### src/logic/irq_guard_pkg.sv
// constants for the interrupt mask bank and field-on guard timer
// assumes a 100 MHz system clock and a 13.56 MHz carrier reference
package irq_guard_pkg;

    // ------------------------------------------------------------
    // register indices (byte address is four times the index)
    // ------------------------------------------------------------
    localparam logic [7:0] IDX_FIELD_GUARD = 8'h15;
    localparam logic [7:0] IDX_MASK_MAIN = 8'h16;
    localparam logic [7:0] IDX_MASK_TIMER = 8'h17;
    localparam logic [7:0] IDX_MASK_ERROR = 8'h18;
    localparam logic [7:0] IDX_MASK_TARGET = 8'h19;
    localparam logic [7:0] IDX_STAT_MAIN = 8'h1A;
    localparam logic [7:0] IDX_STAT_TARGET = 8'h1D;

    // ------------------------------------------------------------
    // reset values and implemented bits per group
    // ------------------------------------------------------------
    localparam logic [7:0] FIELD_GUARD_RST = 8'h33;
    localparam logic [7:0] MASK_RST = 8'h00;
    // group order: 0 main, 1 timer/field, 2 error/wake-up, 3 target
    localparam logic [3:0][7:0] GROUP_VALID = {8'h7B, 8'hFF, 8'hFF, 8'hFE};

    // ------------------------------------------------------------
    // bit positions used by local event sources
    // ------------------------------------------------------------
    localparam int BIT_FIFO_LEVEL = 6;
    localparam int BIT_GUARD_EXPIRED = 1;

    // ------------------------------------------------------------
    // fifo water level thresholds in bytes
    // ------------------------------------------------------------
    localparam logic [9:0] RX_LEVEL_BYTES = 10'd300;
    localparam logic [9:0] TX_LEVEL_BYTES = 10'd200;

    // ------------------------------------------------------------
    // timing
    // ------------------------------------------------------------
    localparam longint CLK_HZ = 100_000_000;
    localparam longint CARRIER_HZ = 13_560_000;
    localparam longint INIT_DELAY_US = 75;
    localparam longint GUARD_STEP_PERIODS = 2048;
    // least times, rounded up to whole clock cycles
    localparam int INIT_DELAY_CYC = int'((INIT_DELAY_US * CLK_HZ + 999_999) / 1_000_000);
    localparam int GUARD_STEP_CYC = int'((GUARD_STEP_PERIODS * CLK_HZ + CARRIER_HZ - 1) / CARRIER_HZ);

    // guard sequencer states, gray along idle-init-guard
    typedef enum logic [1:0]
    {
        G_IDLE = 2'b00,
        G_INIT = 2'b01,
        G_GUARD = 2'b11
    } guard_st_t;

endpackage : irq_guard_pkg

### src/logic/irq_mask_and_field_guard.sv
// interrupt status and mask bank with field-on guard delay timer
// assumes classic wishbone master and event sources on clk_i
//
// The implementer's own choice: the Wishbone interface to the registers.
`timescale 1ns/1ps
`default_nettype none

module irq_mask_and_field_guard #(
    parameter int INIT_CYC = irq_guard_pkg::INIT_DELAY_CYC,
    parameter int STEP_CYC = irq_guard_pkg::GUARD_STEP_CYC,
    parameter int CNT_W = 16
) (
    // clock, reset, enable
    input wire logic clk_i,
    input wire logic rst_i,
    input wire logic ce_i,
    // wishbone slave
    input wire logic wb_cyc_i,
    input wire logic wb_stb_i,
    input wire logic wb_we_i,
    input wire logic [7:0] wb_adr_i,
    input wire logic [3:0] wb_sel_i,
    input wire logic [31:0] wb_dat_i,
    output logic [31:0] wb_dat_o,
    output logic wb_ack_o,
    // event pulses per group
    input wire logic [7:0] main_evt_i,
    input wire logic [7:0] timer_evt_i,
    input wire logic [7:0] error_evt_i,
    input wire logic [7:0] target_evt_i,
    // fifo fill state
    input wire logic [9:0] fifo_count_i,
    input wire logic rx_active_i,
    input wire logic tx_active_i,
    // field-on sequencing
    input wire logic field_on_start_i,
    output logic field_guard_busy_o,
    output logic field_guard_done_o,
    // interrupt
    output logic irq_o
);

    // ------------------------------------------------------------
    // elaboration checks
    // ------------------------------------------------------------
    if (INIT_CYC < 1 || INIT_CYC > 2 ** CNT_W || STEP_CYC < 1 || STEP_CYC > 2 ** CNT_W)
    begin : g_bad_param
        $error("guard counts do not fit the counter width");
    end

    // ------------------------------------------------------------
    // state
    // ------------------------------------------------------------
    logic [3:0][7:0] stat_r, stat_nxt;
    logic [3:0][7:0] mask_r, mask_nxt;
    logic [3:0][7:0] evt;
    logic [7:0] field_guard_value_r, field_guard_value_nxt;
    logic fifo_level_flag_r, fifo_level_flag_nxt;
    logic ack_r, ack_nxt;
    logic [31:0] rdat_r, rdat_nxt;
    logic irq_r, irq_nxt;
    irq_guard_pkg::guard_st_t st_r, st_nxt;
    logic [CNT_W-1:0] cnt_r, cnt_nxt;
    logic [7:0] units_r, units_nxt;
    logic done_r, done_nxt;
    logic busy_r, busy_nxt;
    logic req;
    logic [7:0] idx;
    logic [1:0] grp;
    logic is_mask;
    logic is_stat;

    // ------------------------------------------------------------
    // bus decode
    // ------------------------------------------------------------
    // one access per request; ack low in the cycle after it is given
    assign req = wb_cyc_i && wb_stb_i && !ack_r;
    assign idx = {2'b00, wb_adr_i[7:2]};
    assign is_mask = idx >= irq_guard_pkg::IDX_MASK_MAIN && idx <= irq_guard_pkg::IDX_MASK_TARGET;
    assign is_stat = idx >= irq_guard_pkg::IDX_STAT_MAIN && idx <= irq_guard_pkg::IDX_STAT_TARGET;
    assign grp = is_mask ? 2'(idx - irq_guard_pkg::IDX_MASK_MAIN) : 2'(idx - irq_guard_pkg::IDX_STAT_MAIN);

    // ------------------------------------------------------------
    // fifo water level
    // ------------------------------------------------------------
    // level thresholds
    always_comb
    begin
        fifo_level_flag_nxt = (rx_active_i && fifo_count_i > irq_guard_pkg::RX_LEVEL_BYTES)
                           || (tx_active_i && fifo_count_i < irq_guard_pkg::TX_LEVEL_BYTES);
    end

    // ------------------------------------------------------------
    // event collection
    // ------------------------------------------------------------
    // local sources join the external pulses; level flags on rising edge only
    always_comb
    begin
        evt = {target_evt_i, error_evt_i, timer_evt_i, main_evt_i};
        evt[0][irq_guard_pkg::BIT_FIFO_LEVEL] = main_evt_i[irq_guard_pkg::BIT_FIFO_LEVEL]
                                              || (fifo_level_flag_nxt && !fifo_level_flag_r);
        // guard expiry is reported as an event
        evt[1][irq_guard_pkg::BIT_GUARD_EXPIRED] = timer_evt_i[irq_guard_pkg::BIT_GUARD_EXPIRED]
                                                 || done_nxt;
    end

    // ------------------------------------------------------------
    // register file next values
    // ------------------------------------------------------------
    // reserved bits are forced to zero so they read back as zero
    always_comb
    begin
        mask_nxt = mask_r;
        field_guard_value_nxt = field_guard_value_r;
        rdat_nxt = 32'h0000_0000;
        ack_nxt = req;
        for (int g = 0; g < 4; g++)
        begin
            stat_nxt[g] = stat_r[g];
        end
        if (req && wb_we_i && wb_sel_i[0])
        begin
            if (idx == irq_guard_pkg::IDX_FIELD_GUARD)
            begin
                field_guard_value_nxt = wb_dat_i[7:0];
            end
            if (is_mask)
            begin
                mask_nxt[grp] = wb_dat_i[7:0] & irq_guard_pkg::GROUP_VALID[grp];
            end
            // writing a one also clears a status flag
            if (is_stat)
            begin
                stat_nxt[grp] = stat_r[grp] & ~wb_dat_i[7:0];
            end
        end
        if (req && !wb_we_i)
        begin
            if (idx == irq_guard_pkg::IDX_FIELD_GUARD)
            begin
                rdat_nxt = {24'h00_0000, field_guard_value_r};
            end
            if (is_mask)
            begin
                rdat_nxt = {24'h00_0000, mask_r[grp]};
            end
            // read returns flags then clears them
            if (is_stat)
            begin
                rdat_nxt = {24'h00_0000, stat_r[grp]};
                stat_nxt[grp] = 8'h00;
            end
        end
        // new events win over any clear in the same cycle
        for (int g = 0; g < 4; g++)
        begin
            stat_nxt[g] = stat_nxt[g] | (evt[g] & irq_guard_pkg::GROUP_VALID[g]);
        end
        irq_nxt = |(stat_nxt & ~mask_nxt);
    end

    // ------------------------------------------------------------
    // register file flops
    // ------------------------------------------------------------
    always_ff @(posedge clk_i)
    begin
        if (rst_i)
        begin
            // masks clear, guard takes its default
            mask_r <= {4{irq_guard_pkg::MASK_RST}};
            field_guard_value_r <= irq_guard_pkg::FIELD_GUARD_RST;
            stat_r <= '0;
            fifo_level_flag_r <= 1'b0;
            ack_r <= 1'b0;
            rdat_r <= 32'h0000_0000;
            irq_r <= 1'b0;
        end
        else if (ce_i)
        begin
            mask_r <= mask_nxt;
            field_guard_value_r <= field_guard_value_nxt;
            stat_r <= stat_nxt;
            fifo_level_flag_r <= fifo_level_flag_nxt;
            ack_r <= ack_nxt;
            rdat_r <= rdat_nxt;
            irq_r <= irq_nxt;
        end
    end

    // ------------------------------------------------------------
    // field-on guard sequencer
    // ------------------------------------------------------------
    // the guard value is sampled at start, so a rewrite mid-run has no effect
    always_comb
    begin
        st_nxt = st_r;
        cnt_nxt = cnt_r;
        units_nxt = units_r;
        done_nxt = 1'b0;
        case (st_r)
            irq_guard_pkg::G_IDLE:
            begin
                if (field_on_start_i)
                begin
                    st_nxt = irq_guard_pkg::G_INIT;
                    cnt_nxt = CNT_W'(INIT_CYC - 1);
                    units_nxt = field_guard_value_r;
                end
            end
            irq_guard_pkg::G_INIT:
            begin
                if (cnt_r == '0)
                begin
                    if (units_r == 8'h00)
                    begin
                        done_nxt = 1'b1;
                        st_nxt = irq_guard_pkg::G_IDLE;
                    end
                    else
                    begin
                        st_nxt = irq_guard_pkg::G_GUARD;
                        cnt_nxt = CNT_W'(STEP_CYC - 1);
                    end
                end
                else
                begin
                    cnt_nxt = cnt_r - 1'b1;
                end
            end
            irq_guard_pkg::G_GUARD:
            begin
                if (cnt_r == '0)
                begin
                    if (units_r == 8'h01)
                    begin
                        done_nxt = 1'b1;
                        st_nxt = irq_guard_pkg::G_IDLE;
                    end
                    else
                    begin
                        units_nxt = units_r - 8'h01;
                        cnt_nxt = CNT_W'(STEP_CYC - 1);
                    end
                end
                else
                begin
                    cnt_nxt = cnt_r - 1'b1;
                end
            end
            default:
            begin
                st_nxt = irq_guard_pkg::G_IDLE;
            end
        endcase
        busy_nxt = st_nxt != irq_guard_pkg::G_IDLE;
    end

    // sequencer flops
    always_ff @(posedge clk_i)
    begin
        if (rst_i)
        begin
            st_r <= irq_guard_pkg::G_IDLE;
            cnt_r <= '0;
            units_r <= 8'h00;
            done_r <= 1'b0;
            busy_r <= 1'b0;
        end
        else if (ce_i)
        begin
            st_r <= st_nxt;
            cnt_r <= cnt_nxt;
            units_r <= units_nxt;
            done_r <= done_nxt;
            busy_r <= busy_nxt;
        end
    end

    // ------------------------------------------------------------
    // outputs
    // ------------------------------------------------------------
    assign wb_dat_o = rdat_r;
    assign wb_ack_o = ack_r;
    assign irq_o = irq_r;
    assign field_guard_busy_o = busy_r;
    assign field_guard_done_o = done_r;
endmodule : irq_mask_and_field_guard

`default_nettype wire

### config.mk
export PLATFORM = sky130hd
export DESIGN_NAME = irq_mask_and_field_guard
export DESIGN_NICKNAME = d
export VERILOG_FILES = /design/src/logic/irq_guard_pkg.sv /design/src/logic/irq_mask_and_field_guard.sv
export SDC_FILE = /design/constraint.sdc
export NUM_CORES = 1
export LEC_CHECK = 0
export BUFFER_PORTS_ARGS = -buffer_cell sky130_fd_sc_hd__clkbuf_2
export CAP_MARGIN = 0
export CORE_MARGIN = 3
export CORE_UTILIZATION = 56
export DETAILED_ROUTE_END_ITERATION = 8
export HOLD_SLACK_MARGIN = 0.05
export PLACE_DENSITY = 0.88
export RECOVER_POWER = 25
export SLEW_MARGIN = 20
export SYNTH_ARGS = -nofsm -noshare
export SYNTH_HDL_FRONTEND = slang
export SYNTH_SLANG_ARGS = --single-unit
### constraint.sdc
create_clock -name clk_i -period 3.73 [get_ports clk_i]
set_clock_uncertainty 0.05 [all_clocks]
set_input_delay 0.5595 -clock clk_i [delete_from_list [all_inputs] [get_ports clk_i]]
set_output_delay 0.5595 -clock clk_i [all_outputs]
set_load 0.02 [all_outputs]
==> tab_implementation.tex <==
\begin{tabular}{lr}
\hline
Metric & Value \\
\hline
\multicolumn{2}{l}{\textbf{Critical path}} \\
Worst setup path class & in -> reg \\
RR Startpoint & wb\_ack\_o\$\_SDFFE\_PP0P\_ \\
Launching element of the worst setup path & wb\_adr\_i[3] \\
CP Launch Type & primary input \\
Cells on worst reg2reg path & 8 \\
Endpoint arrival time on the critical path & 3.60 ns \\
Highest fanout seen on the critical path & 14 \\
Element type at the critical path end & flop \\
Required time of the critical path & 3.91 ns \\
\multicolumn{2}{l}{\textbf{Worst hold path}} \\
Hold path depth & 2 \\
Type of the worst min-delay path & reg -> reg \\
Critical hold path startpoint & stat\_r[5]\$\_SDFFE\_PP0P\_ \\
\multicolumn{2}{l}{\textbf{Timing}} \\
Setup TNS & 0 ns \\
Final cycle utilization of the critical path & 91.9\% \\
Hold Vio Cnt, Final & 0 \\
Clock period minus final worst setup slack & 3.43 ns \\
Pins over their slew limit & 0 \\
Worst slew margin & 31.2\% \\
Pin slew with the least headroom to its limit & around 1 ns \\
Setup repair after global routing missed its margin & no \\
Final setup vio count & 0 \\
FMAX & 0.292 GHz \\
\multicolumn{2}{l}{\textbf{Global route}} \\
Wire length of the first global-routing pass & about 31,000 um \\
Global-route total usage across every layer & 29.8\% \\
Antenna violations before repair & 0 \\
Aggregate global routing overflow & 0 \\
Via count of the first global-routing pass & 6,106 \\
Pin count of the biggest net entering global routing & 57 \\
\multicolumn{2}{l}{\textbf{Placement}} \\
Routability cong. & 0.994 \\
Number of placed instances with taps included & around 1,000 \\
Number of I/O port buffers & 74 \\
Post-detail-place hpwl & 14,300 um \\
Post-place instance area & 0.00702 mm2 \\
\multicolumn{2}{l}{\textbf{Final layout}} \\
Filler Cell Count & around 940 \\
Final design area excluding fillers & $\sim$0.0073 mm2 \\
Fraction of layout cells with a size suffix above 1 & around 16\% \\
Area grow syn2layout & 11.4\% \\
Number of nets in the layout & around 970 \\
Final cell count without fillers & 1,018 \\
Antenna Cells & 0 \\
\multicolumn{2}{l}{\textbf{Logic synthesis}} \\
Count of cell types in the netlist & 71 \\
Largest area contributor in the synthesized netlist & dfxtp\_1 \\
Main synth FF type & dfxtp\_1 \\
FFs w/ async S/R, synth & 0\% \\
Number of enable flip-flop cells after synthesis & 0 \\
Ys Warns & 0 \\
Area share of the largest cell type after synthesis & between 30\% and 40\% \\
Synthesized instance count & 813 \\
Register bit total from synthesis & 111 \\
Top area cells in the synthesized netlist & dfxtp\_1 34\%, nor2\_1 6.3\%, nand2\_1 5.8\%, mux2i\_1 5.6\%, a21oi\_1 5.0\% \\
Most numerous cell in the Yosys netlist & dfxtp\_1 \\
Avg Inst Size Synth & about 8 um2 \\
Synth cell count leaders & 111 x dfxtp\_1, 110 x nor2\_1, 101 x nand2\_1 \\
Post-synthesis sequential area ratio & 33.9\% \\
Post-synthesis cell area & 0.00656 mm2 \\
\multicolumn{2}{l}{\textbf{Power and ir drop}} \\
Pwr Density & 377 mW/mm2 \\
Lkg Pwr & 2.82 nW \\
Worst VDD drop & 0.000421 V \\
\multicolumn{2}{l}{\textbf{Detailed routing}} \\
DR WL met3 & 1840 um \\
Routed met1 length & approximately 7500 um \\
DR DRC count & 0 \\
DR pass1 iterations & 6 \\
Final WL & 19,700 um \\
Total number of vias & 6,555 \\
Routed met2 length & 9400 um \\
Average via count per standard cell & 6.44 \\
Highest metal layer used by the detailed router & met4 \\
Routed Antenna Nets & 0 \\
Drt wl/cell & 19.4 um \\
Detailed Route Iter0 Violations & 785 \\
\multicolumn{2}{l}{\textbf{Floorplan}} \\
Standard-cell rows & 38 \\
Die height & 114 um \\
Total die area & 0.0130 mm2 \\
Die X-Extent & 114 um \\
Initial core utilization & between 50\% and 60\% \\
Top-level I/O count & roughly 130 \\
Area of the core & around 0.011 mm2 \\
\multicolumn{2}{l}{\textbf{Clock network}} \\
CTS H-tree lvls & 3 \\
Clock slew at reported path FFs & 0.07 ns \\
Largest buffer count on any clock path & 2 \\
Clock root buffer & clkbuf\_16 \\
Sinks on the clock net & 111 \\
Skew-Pair Late Insertion Delay & 0.36 ns \\
Num CTS Buffers & 9 \\
Number of gates resized after CTS & 0 \\
TritonCTS clock tree & yes \\
Setup Buffers After CTS & 0 \\
Quantity of hold-fixing buffers added after cts & 0 \\
\multicolumn{2}{l}{\textbf{Status}} \\
Outcome & finished clean \\
\multicolumn{2}{l}{\textbf{Flow run}} \\
Maxcap violations & 0 \\
\hline
\end{tabular}
## kinds of logic (layout without fill, tap and decap cells)
family / count (synthesis) / count (layout) / share of synthesized area (%)
mux: 67 / 67 / 13.3
other cells: 1 / 24 / 0.0572
flops: 111 / 111 / 33.9
fa+ha+maj: 5 / 5 / 0.954
simple gates: 316 / 316 / 22.5
buf+inv: 86 / 128 / 6.60
compound gates: 226 / 226 / 22.5
xor+xnor: 1 / 1 / 0.134
## cells in the final DEF (no fill, tap or decap), types with 7 or more instances in the layout
master	synthesis	routed
nor2_1	110	109
nor3_1	22	22
a221oi_1	7	7
o21ai_0	44	44
clkbuf_2	0	60
nand2b_1	9	9
a22oi_1	24	24
a211oi_1	34	34
mux2_2	15	14
clkbuf_16	0	9
mux4_2	12	12
inv_1	13	13
buf_4	25	22
a21oi_1	65	65
conb_1	1	24
dfxtp_1	111	111
nor2b_1	13	13
nand2_1	101	101
nor4_1	8	7
clkbuf_1	39	17
mux2i_1	37	37
## per-layer routing
layer	GRT usage (%)	up-vias
li1	-	3049
met5	0	-
met1	36.3	3049
met3	7.29	97
met2	49.1	360
met4	15.0	0
## state kept, by name, indices dropped and copies added, names as in the netlist
name                 flops
mask_r                  32
cnt_r                   16
irq_o                    1
wb_ack_o                 1
fifo_level_flag_r        1
field_guard_busy_o       1
field_guard_done_o       1
stat_r                  32
units_r                  8
st_r                     2
field_guard_value_r      8
wb_dat_o                 8
## critical path: stages
cell and delay [ns]:
clkbuf_2 0.35, clkbuf_1 0.52, mux2i_1 0.35, nor3_1 0.09, a21o_1 0.18, a221o_1 0.34
a211o_1 0.28, or4_1 0.44, a2111oi_2 0.36, a31oi_1 0.13
## cell type report
type | instances | area (um2) | share of cell area (%)
clock inverter | 6 | 93.8 | 1.28
timing repair buffer | 99 | 546 | 7.46
multi-input combinational | 639 | 4000 | 54.7
clock buffer | 10 | 229 | 3.13
sequential | 111 | 2220 | 30.4
tap | 140 | 175 | 2.40
inverter | 13 | 48.8 | 0.668
## through the flow
stage / hold slack [ns] / power, W / util (%) / worst slack [ns]
6_report: 0.424 / 0.00276 / 65.7 / 0.304
5_1_grt: 0.428 / 0.00286 / 65.7 / 0.147
4_1_cts: 0.421 / 0.00276 / 66.0 / 0.553
3_5_place_dp: 0.411 / 0.00172 / 63.1 / 0.192
3_3_place_gp: 0.405 / 0.00171 / 63.1 / 0.325
2_1_floorplan: 0.388 / 0.00161 / - / 0.623
## final timing paths
check / endpoint / slack, ns
max: irq_o$_SDFFE_PP0P_ / 0.30
min: stat_r[5]$_SDFFE_PP0P_ / 0.42
max reg2reg: irq_o$_SDFFE_PP0P_ / 0.67
min reg2reg: stat_r[5]$_SDFFE_PP0P_ / 0.42
## power breakdown
part	leakage (nW)	switching, W	internal [W]
Combinational	1.76	0.000271	0.000157
Clock	0.153	0.000458	0.000594
Sequential	0.906	0.0000463	0.00123
Total	2.82	0.000775	0.00198
No activity file was read; power rests on OpenSTA's default activity.
